===== src/logic/wsk_pkg.sv =====
`default_nettype none

package wsk_pkg;

  // Link word layout
  localparam int WORD_W = 16;
  localparam int VAL_W = 15;
  localparam int ADDR_W = 7;
  localparam int VAL_LSB = 1;
  localparam int PAR_BIT = 0;
  localparam logic [ADDR_W-1:0] SERVICE_ADDR = 7'h0a;

  // Service values
  localparam logic [VAL_W-1:0] TRIG_FIRST = 15'h5555;
  localparam logic [VAL_W-1:0] TRIG_SECOND = 15'h2aaa;
  localparam logic [VAL_W-1:0] KEY_FIRST = 15'h2f6b;
  localparam logic [VAL_W-1:0] KEY_SECOND = 15'h1097;
  localparam logic [VAL_W-1:0] VAL_ZERO = 15'h0000;

  // Read-back word: off flag at frame bit 4
  localparam int OFF_FLAG_BIT = 4;

  // Fault causes
  localparam logic [1:0] CAUSE_NONE = 2'h0;
  localparam logic [1:0] CAUSE_TRIGGER = 2'h1;
  localparam logic [1:0] CAUSE_KEY = 2'h2;

  typedef enum logic [2:0] {
    DEV_LONG = 3'b001,
    DEV_WIN = 3'b010,
    DEV_OFF = 3'b100
  } wsk_dev_state_e;

  typedef enum logic [2:0] {
    HST_IDLE = 3'b001,
    HST_KEY2 = 3'b010,
    HST_WAITRD = 3'b100
  } wsk_hst_state_e;

  // Host register map (byte addresses)
  localparam int AVS_ADDR_W = 5;
  localparam logic [4:0] REG_CTRL = 5'h00;
  localparam logic [4:0] REG_STATUS = 5'h04;
  localparam logic [4:0] REG_MASK = 5'h08;
  localparam logic [4:0] REG_RAW = 5'h0c;
  localparam logic [4:0] REG_RDATA = 5'h10;

  // Control bits
  localparam int CTRL_TRIG = 0;
  localparam int CTRL_DIS = 1;
  localparam int CTRL_READ = 2;
  localparam int CTRL_RAW = 3;
  localparam int CTRL_RESEQ = 4;

  // Status bits: events 2:0, levels above
  localparam int EVT_W = 3;
  localparam int EVT_FAULT = 0;
  localparam int EVT_OFF = 1;
  localparam int EVT_DONE = 2;
  localparam int STS_BUSY = 8;
  localparam int STS_OFFLVL = 9;

  // Odd parity over the whole 16-bit frame
  function automatic logic [WORD_W-1:0] make_frame(input logic [VAL_W-1:0] v);
    return {v, ~^v};
  endfunction

  function automatic logic frame_ok(input logic [WORD_W-1:0] f);
    return ^f;
  endfunction

endpackage

`default_nettype wire


===== src/logic/wsk_link_if.sv =====
`timescale 1ns/1ps
`default_nettype none

interface wsk_link_if;
  logic xfer_valid;
  logic xfer_write;
  logic [wsk_pkg::ADDR_W-1:0] xfer_addr;
  logic [wsk_pkg::WORD_W-1:0] xfer_data;
  logic rd_valid;
  logic [wsk_pkg::WORD_W-1:0] rd_word;
  logic wd_fault;

  modport dev (
    input xfer_valid,
    input xfer_write,
    input xfer_addr,
    input xfer_data,
    output rd_valid,
    output rd_word,
    output wd_fault
  );

  modport host (
    output xfer_valid,
    output xfer_write,
    output xfer_addr,
    output xfer_data,
    input rd_valid,
    input rd_word,
    input wd_fault
  );
endinterface

`default_nettype wire


===== src/logic/wsk_host.sv =====
`timescale 1ns/1ps
`default_nettype none

module wsk_host (
  input wire logic mclk,
  input wire logic srst,
  input wire logic [wsk_pkg::AVS_ADDR_W-1:0] avs_address,
  input wire logic avs_read,
  input wire logic avs_write,
  input wire logic [31:0] avs_writedata,
  output logic [31:0] avs_readdata,
  output logic avs_waitrequest,
  output logic irq,
  wsk_link_if.host link
);

  wsk_pkg::wsk_hst_state_e state_r;
  logic wait_r;
  logic [31:0] rdata_r;
  logic irq_r;
  logic [wsk_pkg::EVT_W-1:0] sts_r;
  logic [wsk_pkg::EVT_W-1:0] sts_nxt;
  logic [wsk_pkg::EVT_W-1:0] mask_r;
  logic [wsk_pkg::WORD_W-1:0] raw_r;
  logic [wsk_pkg::WORD_W-1:0] last_rd_r;
  logic [wsk_pkg::VAL_W-1:0] exp_r;
  logic off_lvl_r;
  logic done_r;
  logic xv_r;
  logic xw_r;
  logic [wsk_pkg::WORD_W-1:0] xd_r;

  logic req;
  logic take;
  logic wr_take;
  logic cmd;
  logic [wsk_pkg::EVT_W-1:0] ev;
  logic [31:0] rd_mux;
  logic [wsk_pkg::VAL_W-1:0] trig_val;

  always_comb begin
    req = avs_read || avs_write;
    take = req && !wait_r;
    wr_take = avs_write && take;
    cmd = wr_take && (avs_address == wsk_pkg::REG_CTRL) && (state_r == wsk_pkg::HST_IDLE);
    // Restarted sequence sends the first trigger value
    trig_val = avs_writedata[wsk_pkg::CTRL_RESEQ] ? wsk_pkg::TRIG_FIRST : exp_r;
    ev = '0;
    ev[wsk_pkg::EVT_FAULT] = link.wd_fault;
    ev[wsk_pkg::EVT_OFF] = link.rd_valid && link.rd_word[wsk_pkg::OFF_FLAG_BIT];
    ev[wsk_pkg::EVT_DONE] = done_r;
    sts_nxt = sts_r | ev;
    if (wr_take && avs_address == wsk_pkg::REG_STATUS) begin
      sts_nxt = (sts_r & ~avs_writedata[wsk_pkg::EVT_W-1:0]) | ev;
    end
    rd_mux = '0;
    case (avs_address)
      wsk_pkg::REG_STATUS: begin
        rd_mux[wsk_pkg::EVT_W-1:0] = sts_r;
        rd_mux[wsk_pkg::STS_BUSY] = (state_r != wsk_pkg::HST_IDLE);
        rd_mux[wsk_pkg::STS_OFFLVL] = off_lvl_r;
      end
      wsk_pkg::REG_MASK: rd_mux[wsk_pkg::EVT_W-1:0] = mask_r;
      wsk_pkg::REG_RAW: rd_mux[wsk_pkg::WORD_W-1:0] = raw_r;
      wsk_pkg::REG_RDATA: rd_mux[wsk_pkg::WORD_W-1:0] = last_rd_r;
      default: rd_mux = '0;
    endcase
  end

  // Avalon slave: answer one cycle after request
  always_ff @(posedge mclk) begin
    if (srst) begin
      wait_r <= 1'b1;
      rdata_r <= '0;
    end else begin
      wait_r <= !(req && wait_r);
      if (req && wait_r) begin
        rdata_r <= rd_mux;
      end
    end
  end

  // Registers written by software
  always_ff @(posedge mclk) begin
    if (srst) begin
      mask_r <= '0;
      raw_r <= '0;
    end else if (wr_take) begin
      if (avs_address == wsk_pkg::REG_MASK) begin
        mask_r <= avs_writedata[wsk_pkg::EVT_W-1:0];
      end
      if (avs_address == wsk_pkg::REG_RAW) begin
        raw_r <= avs_writedata[wsk_pkg::WORD_W-1:0];
      end
    end
  end

  // Sticky status and interrupt
  always_ff @(posedge mclk) begin
    if (srst) begin
      sts_r <= '0;
      irq_r <= 1'b0;
    end else begin
      sts_r <= sts_nxt;
      irq_r <= |(sts_nxt & mask_r);
    end
  end

  // Trigger sequence tracking
  always_ff @(posedge mclk) begin
    if (srst) begin
      exp_r <= wsk_pkg::TRIG_FIRST;
    end else if (cmd && avs_writedata[wsk_pkg::CTRL_TRIG]) begin
      exp_r <= ~trig_val;
    end else if (cmd && avs_writedata[wsk_pkg::CTRL_RESEQ]) begin
      exp_r <= wsk_pkg::TRIG_FIRST;
    end
  end

  // Read-back capture
  always_ff @(posedge mclk) begin
    if (srst) begin
      last_rd_r <= '0;
      off_lvl_r <= 1'b0;
    end else if (link.rd_valid) begin
      last_rd_r <= link.rd_word;
      off_lvl_r <= link.rd_word[wsk_pkg::OFF_FLAG_BIT];
    end
  end

  // Frame sequencer
  always_ff @(posedge mclk) begin
    if (srst) begin
      state_r <= wsk_pkg::HST_IDLE;
      xv_r <= 1'b0;
      xw_r <= 1'b0;
      xd_r <= '0;
      done_r <= 1'b0;
    end else begin
      xv_r <= 1'b0;
      done_r <= 1'b0;
      case (state_r)
        wsk_pkg::HST_IDLE: begin
          if (cmd && avs_writedata[wsk_pkg::CTRL_TRIG]) begin
            xv_r <= 1'b1;
            xw_r <= 1'b1;
            xd_r <= wsk_pkg::make_frame(trig_val);
            done_r <= 1'b1;
          end else if (cmd && avs_writedata[wsk_pkg::CTRL_DIS]) begin
            xv_r <= 1'b1;
            xw_r <= 1'b1;
            xd_r <= wsk_pkg::make_frame(wsk_pkg::KEY_FIRST);
            state_r <= wsk_pkg::HST_KEY2;
          end else if (cmd && avs_writedata[wsk_pkg::CTRL_READ]) begin
            xv_r <= 1'b1;
            xw_r <= 1'b0;
            state_r <= wsk_pkg::HST_WAITRD;
          end else if (cmd && avs_writedata[wsk_pkg::CTRL_RAW]) begin
            xv_r <= 1'b1;
            xw_r <= 1'b1;
            xd_r <= raw_r;
            done_r <= 1'b1;
          end
        end
        wsk_pkg::HST_KEY2: begin
          xv_r <= 1'b1;
          xw_r <= 1'b1;
          xd_r <= wsk_pkg::make_frame(wsk_pkg::KEY_SECOND);
          done_r <= 1'b1;
          state_r <= wsk_pkg::HST_IDLE;
        end
        wsk_pkg::HST_WAITRD: begin
          if (link.rd_valid) begin
            done_r <= 1'b1;
            state_r <= wsk_pkg::HST_IDLE;
          end
        end
        default: state_r <= wsk_pkg::HST_IDLE;
      endcase
    end
  end

  assign link.xfer_valid = xv_r;
  assign link.xfer_write = xw_r;
  assign link.xfer_addr = wsk_pkg::SERVICE_ADDR;
  assign link.xfer_data = xd_r;
  assign avs_readdata = rdata_r;
  assign avs_waitrequest = wait_r;
  assign irq = irq_r;

endmodule

`default_nettype wire


===== src/flat_wrapper.sv =====
// flat-port wrapper written by rule: the top's interface ports become plain ports
module wsk_host_flat 
  (mclk, srst, avs_address, avs_read, avs_write, avs_writedata, avs_readdata, avs_waitrequest, irq, link_xfer_valid, link_xfer_write, link_xfer_addr, link_xfer_data, link_rd_valid, link_rd_word, link_wd_fault);
  wsk_link_if link_i ();
  input wire logic mclk;
  input wire logic srst;
  input wire logic [wsk_pkg::AVS_ADDR_W-1:0] avs_address;
  input wire logic avs_read;
  input wire logic avs_write;
  input wire logic [31:0] avs_writedata;
  output logic [31:0] avs_readdata;
  output logic avs_waitrequest;
  output logic irq;
  output wire logic [$bits(link_i.xfer_valid)-1:0] link_xfer_valid;
  output wire logic [$bits(link_i.xfer_write)-1:0] link_xfer_write;
  output wire logic [$bits(link_i.xfer_addr)-1:0] link_xfer_addr;
  output wire logic [$bits(link_i.xfer_data)-1:0] link_xfer_data;
  input wire logic [$bits(link_i.rd_valid)-1:0] link_rd_valid;
  input wire logic [$bits(link_i.rd_word)-1:0] link_rd_word;
  input wire logic [$bits(link_i.wd_fault)-1:0] link_wd_fault;
  assign link_xfer_valid = link_i.xfer_valid;
  assign link_xfer_write = link_i.xfer_write;
  assign link_xfer_addr = link_i.xfer_addr;
  assign link_xfer_data = link_i.xfer_data;
  assign link_i.rd_valid = link_rd_valid;
  assign link_i.rd_word = link_rd_word;
  assign link_i.wd_fault = link_wd_fault;
  wsk_host u_core (.mclk(mclk), .srst(srst), .avs_address(avs_address), .avs_read(avs_read), .avs_write(avs_write), .avs_writedata(avs_writedata), .avs_readdata(avs_readdata), .avs_waitrequest(avs_waitrequest), .irq(irq), .link(link_i));
endmodule

===== config.mk =====
export PLATFORM = sky130hd
export DESIGN_NAME = wsk_host_flat
export DESIGN_NICKNAME = d
export VERILOG_FILES = /design/src/logic/wsk_pkg.sv /design/src/logic/wsk_link_if.sv /design/src/logic/wsk_host.sv /design/src/flat_wrapper.sv
export SDC_FILE = /design/constraint.sdc
export NUM_CORES = 1
export LEC_CHECK = 0
export BUFFER_PORTS_ARGS = -buffer_cell sky130_fd_sc_hd__buf_2
export CORE_MARGIN = 1
export CORE_UTILIZATION = 33
export CTS_CLUSTER_SIZE = 14
export DETAILED_ROUTE_END_ITERATION = 7
export PLACE_DENSITY = 0.65
export SLEW_MARGIN = 10
export SYNTH_ARGS = -nofsm -noshare
export SYNTH_HDL_FRONTEND = slang
export SYNTH_SLANG_ARGS = --single-unit

===== constraint.sdc =====
create_clock -name mclk -period 4 [get_ports mclk]
set_input_delay 0.8 -clock mclk [delete_from_list [all_inputs] [get_ports mclk]]
set_output_delay 0.8 -clock mclk [all_outputs]
set_load 0.005 [all_outputs]

==> flow_summary.html, run 1 <==
<table>
<tr><th>Metric</th><th>Value</th></tr>
<tr><th colspan="2">Routing</th></tr>
<tr><td>Post-Route WL</td><td>10700 um</td></tr>
<tr><td>Total via count in the routed design</td><td>roughly 3600</td></tr>
<tr><td>Routed length per instance</td><td>between 10 and 15 um</td></tr>
<tr><td>First-pass iteration count of the detailed router</td><td>4</td></tr>
<tr><td>Violation count after the first detailed-route iteration</td><td>between 200 and 250</td></tr>
<tr><td>Post-detailed-route count of antenna-violating nets</td><td>0</td></tr>
<tr><td>Via-to-Cell Ratio</td><td>slightly below 5</td></tr>
<tr><td>Remaining DRCs</td><td>0</td></tr>
<tr><th colspan="2">Critical path</th></tr>
<tr><td>Slack of the worst reg-to-reg path</td><td>about 1700 ps</td></tr>
<tr><td>Reg2Reg Depth</td><td>5</td></tr>
<tr><td>Critical path's slowest cell</td><td>sky130_fd_sc_hd__or4b_1</td></tr>
<tr><td>Maximum fanout along the worst path</td><td>10</td></tr>
<tr><td>Data required time at the worst endpoint</td><td>between 4000 and 5000 ps</td></tr>
<tr><td>Path type of the worst setup path</td><td>in2reg</td></tr>
<tr><td>Type of destination of the critical path</td><td>flop</td></tr>
<tr><td>Longest individual stage delay on the worst path</td><td>roughly 710 ps</td></tr>
<tr><td>Arrival time of the worst setup path</td><td>about 2800 ps</td></tr>
<tr><td>Worst reg2reg startpoint</td><td>u_core.state_r[0]</td></tr>
<tr><td>Endpoint of the worst-slack reg-to-reg timing path</td><td>u_core.link.xfer_data[2]</td></tr>
<tr><td>Most common cell on crit path</td><td>sky130_fd_sc_hd__or4b_1</td></tr>
<tr><td>Critical-path cell list</td><td>buf_2 &gt; or4b_1 &gt; or4b_1 &gt; a21oi_1 &gt; nor2_1 &gt; a221o_1</td></tr>
<tr><td>Type of origin of the critical path</td><td>input pin</td></tr>
<tr><th colspan="2">STA</th></tr>
<tr><td>Upper clock frequency limit</td><td>approximately 0.4 GHz</td></tr>
<tr><td>Total setup violations reported at the end of the flow</td><td>0</td></tr>
<tr><td>Final clock period utilization by the worst path</td><td>63.4%</td></tr>
<tr><td>Sum Neg Setup Slack</td><td>0 ps</td></tr>
<tr><td>Maximum clock skew at final layout</td><td>about 8.7 ps</td></tr>
<tr><td>Unrepaired setup endpoints after global routing</td><td>no</td></tr>
<tr><td>Final hold violation count</td><td>0</td></tr>
<tr><td>Final critical-path required period</td><td>about 2500 ps</td></tr>
<tr><td>Actual slew at the worst max-slew pin</td><td>a little over 1000 ps</td></tr>
<tr><td>Final setup slack of the worst path</td><td>around 1500 ps</td></tr>
<tr><td>Count of pins over their slew limit</td><td>0</td></tr>
<tr><td>Headroom to the max-slew limit</td><td>a little under a third</td></tr>
<tr><th colspan="2">Hold path</th></tr>
<tr><td>Hold Path Origin</td><td>u_core.link.xfer_data[14]</td></tr>
<tr><td>WHS Endpoint</td><td>u_core.link.xfer_data[14]</td></tr>
<tr><td>Class of the tightest hold or removal check</td><td>reg2reg</td></tr>
<tr><td>Cell count of the worst hold path</td><td>2</td></tr>
<tr><th colspan="2">CTS</th></tr>
<tr><td>Post-CTS Setup Bufs</td><td>0</td></tr>
<tr><td>Post-cts gate resize count</td><td>0</td></tr>
<tr><td>Deepest clock path buffer count</td><td>2</td></tr>
<tr><td>CTS root buffer</td><td>sky130_fd_sc_hd__clkbuf_16</td></tr>
<tr><td>Clock sink total</td><td>93</td></tr>
<tr><td>Cts-stage hold buffer count</td><td>0</td></tr>
<tr><td>Worst skew pair latency</td><td>350 ps</td></tr>
<tr><td>Clock buffers created by TritonCTS</td><td>9</td></tr>
<tr><td>Clock Pin Slew Worst Setup and Hold Paths</td><td>~60 ps</td></tr>
<tr><td>TritonCTS clock tree</td><td>yes</td></tr>
<tr><td>H-tree depth reported by CTS</td><td>3</td></tr>
<tr><th colspan="2">Global routing</th></tr>
<tr><td>Largest net degree at the start of global routing</td><td>39</td></tr>
<tr><td>Total overflow reported by the global router</td><td>0</td></tr>
<tr><td>Antenna violations before repair</td><td>0</td></tr>
<tr><td>Global-route total usage across every layer</td><td>around 17%</td></tr>
<tr><td>Number of global-route vias before repair</td><td>about 3400</td></tr>
<tr><td>First-pass GRT wire length</td><td>roughly 17000 um</td></tr>
<tr><th colspan="2">Power</th></tr>
<tr><td>Leakage power figure</td><td>roughly 1.9 nW</td></tr>
<tr><td>Largest voltage drop on the vdd net</td><td>~0.00019 V</td></tr>
<tr><td>Cell Pwr Density</td><td>between 300 and 400 mW/mm2</td></tr>
<tr><th colspan="2">Placed design</th></tr>
<tr><td>Placer Congestion</td><td>roughly 0.85</td></tr>
<tr><td>Dpl ws</td><td>~1100 ps</td></tr>
<tr><td>Dpl cells</td><td>about 700</td></tr>
<tr><td>Number of port buffers</td><td>slightly below 80</td></tr>
<tr><td>Detailed Place HPWL</td><td>7710 um</td></tr>
<tr><th colspan="2">Synthesis</th></tr>
<tr><td>Leading register cell type out of synthesis</td><td>sky130_fd_sc_hd__dfxtp_1</td></tr>
<tr><td>Distinct cell type count after synthesis</td><td>45</td></tr>
<tr><td>Number of flip-flops and latches in the synthesized netlist</td><td>between 90 and 100</td></tr>
<tr><td>Asr flop ratio synth</td><td>0%</td></tr>
<tr><td>Total of warnings raised by yosys</td><td>0</td></tr>
<tr><td>Syn Std Cell Area</td><td>about 0.0041 mm2</td></tr>
<tr><td>Post-synthesis cell type with the largest combined area</td><td>sky130_fd_sc_hd__dfxtp_1</td></tr>
<tr><td>Part of the Yosys area used for sequential elements</td><td>between 40% and 50%</td></tr>
<tr><td>Number of enable-type register cells in the synthesized netlist</td><td>0</td></tr>
<tr><td>Share of the synthesized area in the top cell type</td><td>between 40 and 50%</td></tr>
<tr><td>Synthesized netlist cell count</td><td>between 400 and 500</td></tr>
<tr><td>Mean instance size in the synthesized netlist</td><td>approximately 8.6 um2</td></tr>
<tr><td>Area contributors post-synth</td><td>sky130_fd_sc_hd__dfxtp_1, sky130_fd_sc_hd__mux2i_1, sky130_fd_sc_hd__nor2_1, sky130_fd_sc_hd__nand2_1, sky130_fd_sc_hd__a21oi_1</td></tr>
<tr><th colspan="2">Flow run</th></tr>
<tr><td>Maxcap violations</td><td>0</td></tr>
<tr><th colspan="2">Layout</th></tr>
<tr><td>Fin nets</td><td>about 600</td></tr>
<tr><td>Share of post-route cells with drive strength above 1</td><td>18.8%</td></tr>
<tr><td>Leading cell type in the layout, fill and taps excluded</td><td>sky130_fd_sc_hd__dfxtp_1</td></tr>
<tr><td>Syn-to-layout area delta</td><td>17.6%</td></tr>
<tr><td>Commonest non-fill, non-tap cells in the layout</td><td>sky130_fd_sc_hd__dfxtp_1, sky130_fd_sc_hd__buf_2, sky130_fd_sc_hd__nor2_1</td></tr>
<tr><td>Count of inserted antenna diode cells</td><td>0</td></tr>
<tr><td>Number of non-filler instances in the completed layout</td><td>717</td></tr>
<tr><th colspan="2">Floorplanning</th></tr>
<tr><td>Overall die height</td><td>113 um</td></tr>
<tr><td>Initial Utilization</td><td>~34%</td></tr>
<tr><td>Row count</td><td>40</td></tr>
<tr><td>Area of the die</td><td>around 0.013 mm2</td></tr>
<tr><td>Die X</td><td>about 110 um</td></tr>
<tr><td>IO Pins</td><td>between 100 and 150</td></tr>
<tr><td>Std-Cell Core Area</td><td>~0.012 mm2</td></tr>
<tr><th colspan="2">Outcome</th></tr>
<tr><td>Result of the run</td><td>complete, no violations</td></tr>
</table>
layout make-up:
| type | count | area (um2) |
|---|---|---|
| Clock buffer | 9 | 225 |
| Clock inverter | 7 | 50.0 |
| Fill cell | 1221 | 7240 |
| Inverter | 7 | 26.3 |
| Multi-Input combinational cell | 348 | 2010 |
| Sequential cell | 93 | 1860 |
| Tap cell | 168 | 210 |
| Timing Repair Buffer | 85 | 443 |
registers in the layout, indices dropped and copies added, names as in the netlist:
signal,cells
u_core.last_rd_r,16
u_core.irq,1
u_core.state_r,3
u_core.done_r,1
u_core.avs_readdata,16
u_core.avs_waitrequest,1
u_core.exp_r,15
u_core.link.xfer_write,1
u_core.link.xfer_valid,1
u_core.mask_r,3
u_core.link.xfer_data,16
u_core.sts_r,3
u_core.raw_r,16
synthesized netlist by cell type (3+ instances only):
| library cell | number |
|---|---|
| sky130_fd_sc_hd__a211o_1 | 8 |
| sky130_fd_sc_hd__a21oi_1 | 39 |
| sky130_fd_sc_hd__a221oi_1 | 12 |
| sky130_fd_sc_hd__a22oi_1 | 8 |
| sky130_fd_sc_hd__a311oi_1 | 3 |
| sky130_fd_sc_hd__buf_1 | 3 |
| sky130_fd_sc_hd__buf_4 | 23 |
| sky130_fd_sc_hd__clkbuf_1 | 24 |
| sky130_fd_sc_hd__dfxtp_1 | 93 |
| sky130_fd_sc_hd__inv_1 | 7 |
| sky130_fd_sc_hd__mux2i_1 | 24 |
| sky130_fd_sc_hd__nand2_1 | 58 |
| sky130_fd_sc_hd__nand2b_1 | 6 |
| sky130_fd_sc_hd__nor2_1 | 64 |
| sky130_fd_sc_hd__nor2b_1 | 8 |
| sky130_fd_sc_hd__nor3_1 | 23 |
| sky130_fd_sc_hd__o211ai_1 | 5 |
| sky130_fd_sc_hd__o21ai_0 | 12 |
| sky130_fd_sc_hd__o21ai_1 | 3 |
| sky130_fd_sc_hd__o221ai_1 | 4 |
| sky130_fd_sc_hd__o22ai_1 | 5 |
| sky130_fd_sc_hd__or4b_1 | 3 |
| sky130_fd_sc_hd__xnor2_1 | 9 |
| sky130_fd_sc_hd__xnor3_1 | 3 |
worst max-delay path by stage:
stage                    from          to  slack (ps)  depth (start not counted)
5_1_grt        avs_address[1]  u_core.irq        1350                          6
4_1_cts        avs_address[1]  u_core.irq        1470                          6
2_1_floorplan  avs_address[1]  u_core.irq        1410                          6
3_5_place_dp   avs_address[1]  u_core.irq        1110                          6
6_report       avs_address[1]  u_core.irq        1460                          6
3_3_place_gp   avs_address[1]  u_core.irq        1100                          6
critical path: cells and delay by family:
kind                   cells  cell delay [ps]
AO/OA/AOI/OAI              2              520
buffers and inverters      1              130
AND/OR/NAND/NOR            3             1330
through the flow:
| step | hold slack [ps] | utilization (%) | total power, mW | instance area [um2] |
|---|---|---|---|---|
| floorplan | 445 | - | 1.08 | 4180 |
| global placement | 444 | 37.7 | 1.12 | 4550 |
| detailed placement | 449 | 37.7 | 1.13 | 4550 |
| finish | 451 | 40.0 | 1.90 | 4820 |
| CTS | 457 | 40.0 | 1.92 | 4820 |
| global route | 480 | 40.0 | 1.98 | 4820 |
metal layers:
layer  GRT usage [%]  wire, um  vias to the layer above  share of wire, %
li1                -         -                     1760                 -
met1            21.8      4960                     1651                46
met2            28.6      4980                      122                46
met3            4.94       612                       17               5.7
met4            6.23       184                        0               1.7
met5               0         0                        -                 0
power by group:
part	total (mW)	switching, mW	leakage (nW)	internal (mW)
combinational	0.146	0.0891	1.03	0.0574
sequential	0.958	0.0118	0.755	0.947
clock	0.799	0.376	0.128	0.423
logic make-up (layout without fill, tap and decap cells):
logic type | after synthesis | count (layout) | synth area share, %
xor gates and xnor gates | 12 | 12 | 3.57
muxes | 24 | 24 | 5.86
AOI/OAI and AO/OA | 111 | 111 | 17.8
and+or+nand+nor | 178 | 178 | 19.6
DFF | 93 | 93 | 45.4
buffers and inverters | 59 | 108 | 7.57
other | 2 | 23 | 0.183
No activity file was read; power rests on OpenSTA's default activity.
==> inputs of run 2 (changes only) <==
--- a/config.mk
+++ b/config.mk
@@ -5,12 +5,13 @@
 export SDC_FILE = /design/constraint.sdc
 export NUM_CORES = 1
 export LEC_CHECK = 0
+export ABC_AREA = 1
 export BUFFER_PORTS_ARGS = -buffer_cell sky130_fd_sc_hd__buf_2
 export CORE_MARGIN = 1
 export CORE_UTILIZATION = 33
 export CTS_CLUSTER_SIZE = 14
 export DETAILED_ROUTE_END_ITERATION = 7
-export PLACE_DENSITY = 0.65
+export PLACE_DENSITY = 0.64
 export SLEW_MARGIN = 10
 export SYNTH_ARGS = -nofsm -noshare
 export SYNTH_HDL_FRONTEND = slang
==> constraint.sdc (replaced) <==
create_clock -name mclk -period 2.5 [get_ports mclk]
set_input_delay 0.5 -clock mclk [delete_from_list [all_inputs] [get_ports mclk]]
set_output_delay 0.5 -clock mclk [all_outputs]
set_load 0.005 [all_outputs]
==> run 2 against run 1 <==
  * Critical path depth is 3 higher
  * Synthesized cell count grew 37%
  * Total power grew 61%
  * Worst setup slack worse by 940 ps
  * Die area is 9.3% higher
  * Worst hold slack worse by 76 ps
  * Critical endpoint is now u_core.link.xfer_data[14]
  * Flip-flop and latch count unchanged
  * Highest routed layer unchanged
  * Clock-buffer cell count up 3
  * Final cell count grew 27%
  * Clock skew decreased by 3.5 ps
==> flow_summary.html, run 2 <==
<table>
<tr><th>Metric</th><th>Value</th></tr>
<tr><th colspan="2">Outcome</th></tr>
<tr><td>Result of the run</td><td>complete, no violations</td></tr>
<tr><th colspan="2">Floorplanning</th></tr>
<tr><td>IO Pins</td><td>between 100 and 150</td></tr>
<tr><td>Initial Utilization</td><td>about 34%</td></tr>
<tr><td>Row count</td><td>42</td></tr>
<tr><td>Overall die height</td><td>roughly 120 um</td></tr>
<tr><td>Std-Cell Core Area</td><td>around 0.013 mm2</td></tr>
<tr><td>Die X</td><td>~120 um</td></tr>
<tr><td>Area of the die</td><td>0.0141 mm2</td></tr>
<tr><th colspan="2">Global routing</th></tr>
<tr><td>Number of global-route vias before repair</td><td>just under 4000</td></tr>
<tr><td>Antenna violations before repair</td><td>0</td></tr>
<tr><td>Global-route total usage across every layer</td><td>between 10% and 20%</td></tr>
<tr><td>Largest net degree at the start of global routing</td><td>57</td></tr>
<tr><td>Total overflow reported by the global router</td><td>0</td></tr>
<tr><td>First-pass GRT wire length</td><td>slightly below 20000 um</td></tr>
<tr><th colspan="2">Power</th></tr>
<tr><td>Total power of the final layout</td><td>between 3 and 4 mW</td></tr>
<tr><td>Largest voltage drop on the vdd net</td><td>~0.00039 V</td></tr>
<tr><td>Leakage power figure</td><td>~2.6 nW</td></tr>
<tr><td>Cell Pwr Density</td><td>577 mW/mm2</td></tr>
<tr><th colspan="2">Synthesis</th></tr>
<tr><td>Number of enable-type register cells in the synthesized netlist</td><td>0</td></tr>
<tr><td>Share of cell area taken by muxes after synthesis</td><td>0%</td></tr>
<tr><td>Synthesized netlist cell count</td><td>about 650</td></tr>
<tr><td>Mean instance size in the synthesized netlist</td><td>between 6 and 7 um2</td></tr>
<tr><td>Fraction of synthesized cell area in xor and xnor cells</td><td>0%</td></tr>
<tr><td>Area fraction in compound gates after synthesis</td><td>16.8%</td></tr>
<tr><td>Post-synthesis cell type with the largest combined area</td><td>sky130_fd_sc_hd__dfxtp_1</td></tr>
<tr><td>Arithmetic-cell share of the synthesized area counting full adders, half adders and majority gates</td><td>0%</td></tr>
<tr><td>Area contributors post-synth</td><td>sky130_fd_sc_hd__dfxtp_1, sky130_fd_sc_hd__nand2_1, sky130_fd_sc_hd__nor2_1, sky130_fd_sc_hd__o21ai_0, sky130_fd_sc_hd__inv_1</td></tr>
<tr><td>Simple-gate share of the synthesized area</td><td>about 29%</td></tr>
<tr><td>Part of the Yosys area used for sequential elements</td><td>between 40% and 50%</td></tr>
<tr><td>Total of warnings raised by yosys</td><td>0</td></tr>
<tr><td>Most frequent cells after synthesis</td><td>sky130_fd_sc_hd__nand2_1, sky130_fd_sc_hd__nor2_1, sky130_fd_sc_hd__dfxtp_1</td></tr>
<tr><td>Share of the synthesized area in the top cell type</td><td>41.5%</td></tr>
<tr><td>Leading register cell type out of synthesis</td><td>sky130_fd_sc_hd__dfxtp_1</td></tr>
<tr><td>Number of flip-flops and latches in the synthesized netlist</td><td>93</td></tr>
<tr><td>Syn Std Cell Area</td><td>0.00449 mm2</td></tr>
<tr><td>Largest family of logic cells by synthesized area</td><td>simple AND/OR/NAND/NOR gates</td></tr>
<tr><td>Distinct cell type count after synthesis</td><td>36</td></tr>
<tr><td>Asr flop ratio synth</td><td>0%</td></tr>
<tr><td>Most frequent cell after synthesis</td><td>sky130_fd_sc_hd__nand2_1</td></tr>
<tr><th colspan="2">Flow run</th></tr>
<tr><td>Maxcap violations</td><td>0</td></tr>
<tr><th colspan="2">Critical path</th></tr>
<tr><td>Critical path's slowest cell</td><td>sky130_fd_sc_hd__nor3_4</td></tr>
<tr><td>Reg2Reg Depth</td><td>9</td></tr>
<tr><td>Most common cell on crit path</td><td>sky130_fd_sc_hd__nand2_2</td></tr>
<tr><td>Critical-path cell list</td><td>nor2_2 &gt; nand2_2 &gt; nor3_4 &gt; nand2_2 &gt; nand3_2 &gt; nand2_2 &gt; buf_12 &gt; o21ai_0 &gt; nor2_1</td></tr>
<tr><td>Data required time at the worst endpoint</td><td>2740 ps</td></tr>
<tr><td>Gate family responsible for the most delay along the worst path</td><td>simple AND/OR/NAND/NOR gates</td></tr>
<tr><td>Path type of the worst setup path</td><td>reg2reg</td></tr>
<tr><td>Maximum fanout along the worst path</td><td>15</td></tr>
<tr><td>Longest individual stage delay on the worst path</td><td>around 370 ps</td></tr>
<tr><td>Crit path buf inv count</td><td>1</td></tr>
<tr><td>Type of origin of the critical path</td><td>flop</td></tr>
<tr><td>Type of destination of the critical path</td><td>flop</td></tr>
<tr><td>Arrival time of the worst setup path</td><td>around 2200 ps</td></tr>
<tr><td>Depth of the critical timing path with buffers and inverters included</td><td>9</td></tr>
<tr><th colspan="2">Layout</th></tr>
<tr><td>Filler cell count</td><td>1444</td></tr>
<tr><td>Number of non-filler instances in the completed layout</td><td>914</td></tr>
<tr><td>Commonest non-fill, non-tap cells in the layout</td><td>sky130_fd_sc_hd__nand2_1, sky130_fd_sc_hd__nor2_1, sky130_fd_sc_hd__dfxtp_1</td></tr>
<tr><td>Share of post-route cells with drive strength above 1</td><td>around 17%</td></tr>
<tr><td>Utilization of the core after routing</td><td>between 40% and 50%</td></tr>
<tr><td>Leading cell type in the layout, fill and taps excluded</td><td>sky130_fd_sc_hd__nand2_1</td></tr>
<tr><td>Syn-to-layout area delta</td><td>18.3%</td></tr>
<tr><td>Fin nets</td><td>792</td></tr>
<tr><td>Count of inserted antenna diode cells</td><td>0</td></tr>
<tr><th colspan="2">Placed design</th></tr>
<tr><td>Detailed Place HPWL</td><td>8680 um</td></tr>
<tr><td>Placer Congestion</td><td>0.835</td></tr>
<tr><td>Dpl cells</td><td>approximately 900</td></tr>
<tr><td>Number of port buffers</td><td>78</td></tr>
<tr><th colspan="2">CTS</th></tr>
<tr><td>CTS root buffer</td><td>sky130_fd_sc_hd__clkbuf_16</td></tr>
<tr><td>Post-CTS Setup Bufs</td><td>0</td></tr>
<tr><td>Post-cts gate resize count</td><td>0</td></tr>
<tr><td>Clock buffers created by TritonCTS</td><td>9</td></tr>
<tr><td>Clock sink total</td><td>93</td></tr>
<tr><td>TritonCTS clock tree</td><td>yes</td></tr>
<tr><td>Deepest clock path buffer count</td><td>2</td></tr>
<tr><td>Clock Pin Slew Worst Setup and Hold Paths</td><td>around 70 ps</td></tr>
<tr><td>H-tree depth reported by CTS</td><td>3</td></tr>
<tr><td>Worst skew pair latency</td><td>350 ps</td></tr>
<tr><td>Cts-stage hold buffer count</td><td>0</td></tr>
<tr><th colspan="2">Hold path</th></tr>
<tr><td>Class of the tightest hold or removal check</td><td>in2reg</td></tr>
<tr><td>Cell count of the worst hold path</td><td>3</td></tr>
<tr><th colspan="2">Routing</th></tr>
<tr><td>First-pass iteration count of the detailed router</td><td>5</td></tr>
<tr><td>Post-detailed-route count of antenna-violating nets</td><td>0</td></tr>
<tr><td>Routed length per instance</td><td>approximately 13 um</td></tr>
<tr><td>Violation count after the first detailed-route iteration</td><td>roughly 240</td></tr>
<tr><td>Via-to-Cell Ratio</td><td>4.74</td></tr>
<tr><td>Remaining DRCs</td><td>0</td></tr>
<tr><td>Post-Route WL</td><td>approximately 12000 um</td></tr>
<tr><td>Total via count in the routed design</td><td>4333</td></tr>
<tr><th colspan="2">STA</th></tr>
<tr><td>Final hold violation count</td><td>0</td></tr>
<tr><td>Headroom to the max-slew limit</td><td>64.5%</td></tr>
<tr><td>Count of pins over their slew limit</td><td>0</td></tr>
<tr><td>Unrepaired setup endpoints after global routing</td><td>no</td></tr>
<tr><td>Sum Neg Setup Slack</td><td>0 ps</td></tr>
<tr><td>Maximum clock skew at final layout</td><td>5.21 ps</td></tr>
<tr><td>Total setup violations reported at the end of the flow</td><td>0</td></tr>
<tr><td>Final clock period utilization by the worst path</td><td>approximately 79%</td></tr>
<tr><td>Actual slew at the worst max-slew pin</td><td>~530 ps</td></tr>
<tr><td>Upper clock frequency limit</td><td>~0.51 GHz</td></tr>
<tr><td>Final critical-path required period</td><td>just under 2000 ps</td></tr>
</table>
-- run 2: cell types whose count changed after synthesis, sizes merged, moves of 24 or more --
cell	previous run	this run
nor2	64	107
nand2	58	159
nand3	0	25
mux2i	24	0
o21ai	15	55
inv	7	67
-- run 2: metal layers --
metal / up-vias / track usage [%] / part of all wire [%] / routed length [um]
met3: 13 / 4.49 / 6.7 / 802
li1: 2229 / - / - / -
met4: 0 / 5.14 / 1.5 / 183
met1: 1948 / 25.0 / 49 / 5830
met5: - / 0 / 0 / 0
met2: 143 / 26.6 / 43 / 5090
-- run 2: layout make-up --
| type | count | area (um2) | share of cell area, % |
|---|---|---|---|
| inverter | 73 | 274 | 5.16 |
| tap | 176 | 220 | 4.15 |
| clock inverter | 4 | 32.5 | 0.612 |
| timing repair buffer | 96 | 538 | 10.1 |
| multi-input combinational | 460 | 2140 | 40.3 |
| sequential | 93 | 1860 | 35.0 |
| clock buffer | 12 | 246 | 4.64 |
-- run 2: tightest hold or removal path, delay by kind of cell --
family	cells	cell delay, ps
buffers and inverters	1	80
and+or+nand+nor	2	110
-- run 2: stage by stage --
stage	area [um2]	setup WS [ps]	hold slack, ps
after floorplan	4570	646	450
after global placement	5030	223	455
after detailed placement	5030	215	460
after CTS	5310	543	365
after global routing	5310	300	369
final	5310	523	375
-- run 2: cell families (layout without fill, tap and decap cells) --
group | Yosys count | in the layout
and+or+nand+nor | 312 | 312
AOI/OAI and AO/OA | 125 | 125
buffers and inverters | 122 | 185
DFF | 93 | 93
other | 2 | 23
-- run 2: path summary, 6_finish.rpt --
check,from,end,slack (ps)
setup / recovery,u_core.state_r[2],u_core.link.xfer_data[14],520
hold / removal,link_rd_word[12],u_core.last_rd_r[12],380
setup reg to reg,u_core.state_r[2],u_core.link.xfer_data[14],520
hold reg to reg,u_core.avs_readdata[9],u_core.avs_readdata[9],470
-- run 2: where the power goes --
| part | switching (mW) | total (mW) | leakage, nW | internal [mW] |
|---|---|---|---|---|
| clock | 0.593 | 1.30 | 0.129 | 0.708 |
| combinational | 0.143 | 0.226 | 1.74 | 0.0836 |
| sequential | 0.0202 | 1.54 | 0.757 | 1.52 |
| total | 0.756 | 3.07 | 2.62 | 2.31 |
==> inputs of run 3 (changes only) <==
==> constraint.sdc (replaced) <==
create_clock -name mclk -period 2 [get_ports mclk]
set_input_delay 0.4 -clock mclk [delete_from_list [all_inputs] [get_ports mclk]]
set_output_delay 0.4 -clock mclk [all_outputs]
set_load 0.005 [all_outputs]
==> run 3 against run 2 <==
  * Final area rose by 2.8%
  * Die area did not move
  * Register-to-register slack got worse by 350 ps
  * Global-route usage fell by 0.41 points
  * Highest routed layer unchanged
  * Total power rose by 26%
  * First-iteration DRC count fell by 5.9%
  * Clock-buffer cell count fell by 1
  * Wire length rose by 0.79%
  * Largest power group unchanged
  * Non-clock buffer count rose by 17
  * Worst hold slack got worse by 100 ps
  * Maximum frequency rose by 8.1%
  * Flip-flop and latch count did not move
==> flow_summary.html, run 3 (synthesized netlist as in run 2, its figures left out) <==
<table>
<tr><th>Metric</th><th>Value</th></tr>
<tr><th colspan="2">Outcome</th></tr>
<tr><td>Result of the run</td><td>complete, no violations</td></tr>
<tr><th colspan="2">Floorplanning</th></tr>
<tr><td>Overall die height</td><td>approximately 120 um</td></tr>
<tr><td>Die X</td><td>approximately 120 um</td></tr>
<tr><td>IO Pins</td><td>approximately 120</td></tr>
<tr><td>Area of the die</td><td>around 0.014 mm2</td></tr>
<tr><td>Row count</td><td>between 40 and 50</td></tr>
<tr><td>Std-Cell Core Area</td><td>0.0132 mm2</td></tr>
<tr><td>Initial Utilization</td><td>about a third</td></tr>
<tr><th colspan="2">Hold path</th></tr>
<tr><td>Class of the tightest hold or removal check</td><td>in2reg</td></tr>
<tr><td>Cell count of the worst hold path</td><td>3</td></tr>
<tr><th colspan="2">Routing</th></tr>
<tr><td>Via-to-Cell Ratio</td><td>between 4 and 5</td></tr>
<tr><td>Remaining DRCs</td><td>0</td></tr>
<tr><td>First-pass iteration count of the detailed router</td><td>4</td></tr>
<tr><td>Routed length per instance</td><td>12.9 um</td></tr>
<tr><td>Total via count in the routed design</td><td>between 4000 and 5000</td></tr>
<tr><td>Post-Route WL</td><td>12000 um</td></tr>
<tr><td>Post-detailed-route count of antenna-violating nets</td><td>0</td></tr>
<tr><td>Violation count after the first detailed-route iteration</td><td>225</td></tr>
<tr><th colspan="2">Power</th></tr>
<tr><td>Total power of the final layout</td><td>roughly 3.9 mW</td></tr>
<tr><td>Leakage power figure</td><td>around 2.7 nW</td></tr>
<tr><td>Cell Pwr Density</td><td>a little over 700 mW/mm2</td></tr>
<tr><td>Largest voltage drop on the vdd net</td><td>0.000464 V</td></tr>
<tr><th colspan="2">Layout</th></tr>
<tr><td>Leading cell type in the layout, fill and taps excluded</td><td>sky130_fd_sc_hd__nand2_1</td></tr>
<tr><td>Syn-to-layout area delta</td><td>21.6%</td></tr>
<tr><td>Utilization of the core after routing</td><td>approximately two fifths</td></tr>
<tr><td>Fin nets</td><td>about 800</td></tr>
<tr><td>Commonest non-fill, non-tap cells in the layout</td><td>sky130_fd_sc_hd__nand2_1, sky130_fd_sc_hd__nor2_1, sky130_fd_sc_hd__dfxtp_1</td></tr>
<tr><td>Share of post-route cells with drive strength above 1</td><td>19.1%</td></tr>
<tr><td>Filler cell count</td><td>1444</td></tr>
<tr><td>Final Cell Area</td><td>~0.0055 mm2</td></tr>
<tr><td>Count of inserted antenna diode cells</td><td>0</td></tr>
<tr><th colspan="2">CTS</th></tr>
<tr><td>CTS root buffer</td><td>sky130_fd_sc_hd__clkbuf_16</td></tr>
<tr><td>Worst skew pair latency</td><td>between 300 and 400 ps</td></tr>
<tr><td>Clock Pin Slew Worst Setup and Hold Paths</td><td>around 70 ps</td></tr>
<tr><td>Post-cts gate resize count</td><td>0</td></tr>
<tr><td>Clock sink total</td><td>93</td></tr>
<tr><td>H-tree depth reported by CTS</td><td>3</td></tr>
<tr><td>Post-CTS Setup Bufs</td><td>0</td></tr>
<tr><td>TritonCTS clock tree</td><td>yes</td></tr>
<tr><td>Clock buffers created by TritonCTS</td><td>9</td></tr>
<tr><td>Deepest clock path buffer count</td><td>2</td></tr>
<tr><td>Cts-stage hold buffer count</td><td>0</td></tr>
<tr><th colspan="2">STA</th></tr>
<tr><td>Unrepaired setup endpoints after global routing</td><td>no</td></tr>
<tr><td>Final hold violation count</td><td>0</td></tr>
<tr><td>Final clock period utilization by the worst path</td><td>around 90%</td></tr>
<tr><td>Maximum clock skew at final layout</td><td>around 12 ps</td></tr>
<tr><td>Count of pins over their slew limit</td><td>0</td></tr>
<tr><td>Total setup violations reported at the end of the flow</td><td>0</td></tr>
<tr><td>Upper clock frequency limit</td><td>0.547 GHz</td></tr>
<tr><td>WHS</td><td>271 ps</td></tr>
<tr><td>Final critical-path required period</td><td>1830 ps</td></tr>
<tr><th colspan="2">Placed design</th></tr>
<tr><td>Number of port buffers</td><td>78</td></tr>
<tr><td>Detailed Place HPWL</td><td>8770 um</td></tr>
<tr><td>Area of placed instances</td><td>0.00517 mm2</td></tr>
<tr><td>Placer Congestion</td><td>0.887</td></tr>
<tr><th colspan="2">Flow run</th></tr>
<tr><td>Maxcap violations</td><td>0</td></tr>
<tr><th colspan="2">Critical path</th></tr>
<tr><td>Type of origin of the critical path</td><td>flop</td></tr>
<tr><td>Type of destination of the critical path</td><td>flop</td></tr>
<tr><td>Reg2Reg Depth</td><td>8</td></tr>
<tr><td>Arrival time of the worst setup path</td><td>around 2000 ps</td></tr>
<tr><td>Maximum fanout along the worst path</td><td>6</td></tr>
<tr><td>Path type of the worst setup path</td><td>reg2reg</td></tr>
<tr><td>Data required time at the worst endpoint</td><td>about 2200 ps</td></tr>
<tr><th colspan="2">Global routing</th></tr>
<tr><td>Global-route total usage across every layer</td><td>between 15 and 20%</td></tr>
<tr><td>First-pass GRT wire length</td><td>between 15000 and 20000 um</td></tr>
<tr><td>Number of global-route vias before repair</td><td>3816</td></tr>
<tr><td>Total overflow reported by the global router</td><td>0</td></tr>
<tr><td>Largest net degree at the start of global routing</td><td>71</td></tr>
<tr><td>Antenna violations before repair</td><td>0</td></tr>
</table>
-- run 3: worst max-delay path, stage by stage, from the launching register on --
cell                      delay [ps]
sky130_fd_sc_hd__dfxtp_1         410
sky130_fd_sc_hd__nand2_2         160
sky130_fd_sc_hd__nor3_4          340
sky130_fd_sc_hd__o21ai_2         140
sky130_fd_sc_hd__buf_4           160
sky130_fd_sc_hd__nand2_1          70
sky130_fd_sc_hd__o21ai_0         100
sky130_fd_sc_hd__nor3_1          270
sky130_fd_sc_hd__nor2_1           60
-- run 3: layout make-up --
class / instances / area [um2] / share of cell area [%]
clock buffer: 11 / 243 / 4.45
clock inverter: 5 / 42.5 / 0.779
inverter: 73 / 274 / 5.02
multi-input combinational: 460 / 2140 / 39.2
sequential: 93 / 1860 / 34.1
tap: 176 / 220 / 4.03
timing repair buffer: 113 / 678 / 12.4
-- run 3: report_power, final --
part / internal (mW) / leakage (nW) / switching [mW] / total [mW]
clock network: 0.891 / 0.137 / 0.750 / 1.64
registers: 1.90 / 0.757 / 0.0260 / 1.93
logic: 0.122 / 1.82 / 0.183 / 0.305
total: 2.91 / 2.72 / 0.959 / 3.87
-- run 3: final timing paths --
kind | from | end | slack [ps]
worst max-delay path | u_core.state_r[0] | u_core.link.xfer_data[5] | 170
worst min-delay path | link_rd_word[6] | u_core.last_rd_r[6] | 270
worst max register to register | u_core.state_r[0] | u_core.link.xfer_data[5] | 170
worst min register to register | u_core.link.xfer_data[15] | u_core.link.xfer_data[15] | 460
-- run 3: metrics by stage --
step,worst slack [ps],TNS [ps],std cells
5_1_grt,25.2,0,931
4_1_cts,186,0,931
2_1_floorplan,246,0,675
6_report,171,0,931
3_3_place_gp,6.16,0,915
3_5_place_dp,-21.9,-21.9,915
-- run 3: routing by layer --
layer  track usage, %  routed length [um]  up-vias
li1                 -                   -     2271
met1             24.9                5770     1942
met2             25.5                5260      141
met3             4.20                 823       13
met4             4.98                 153        0
met5                0                   0        -
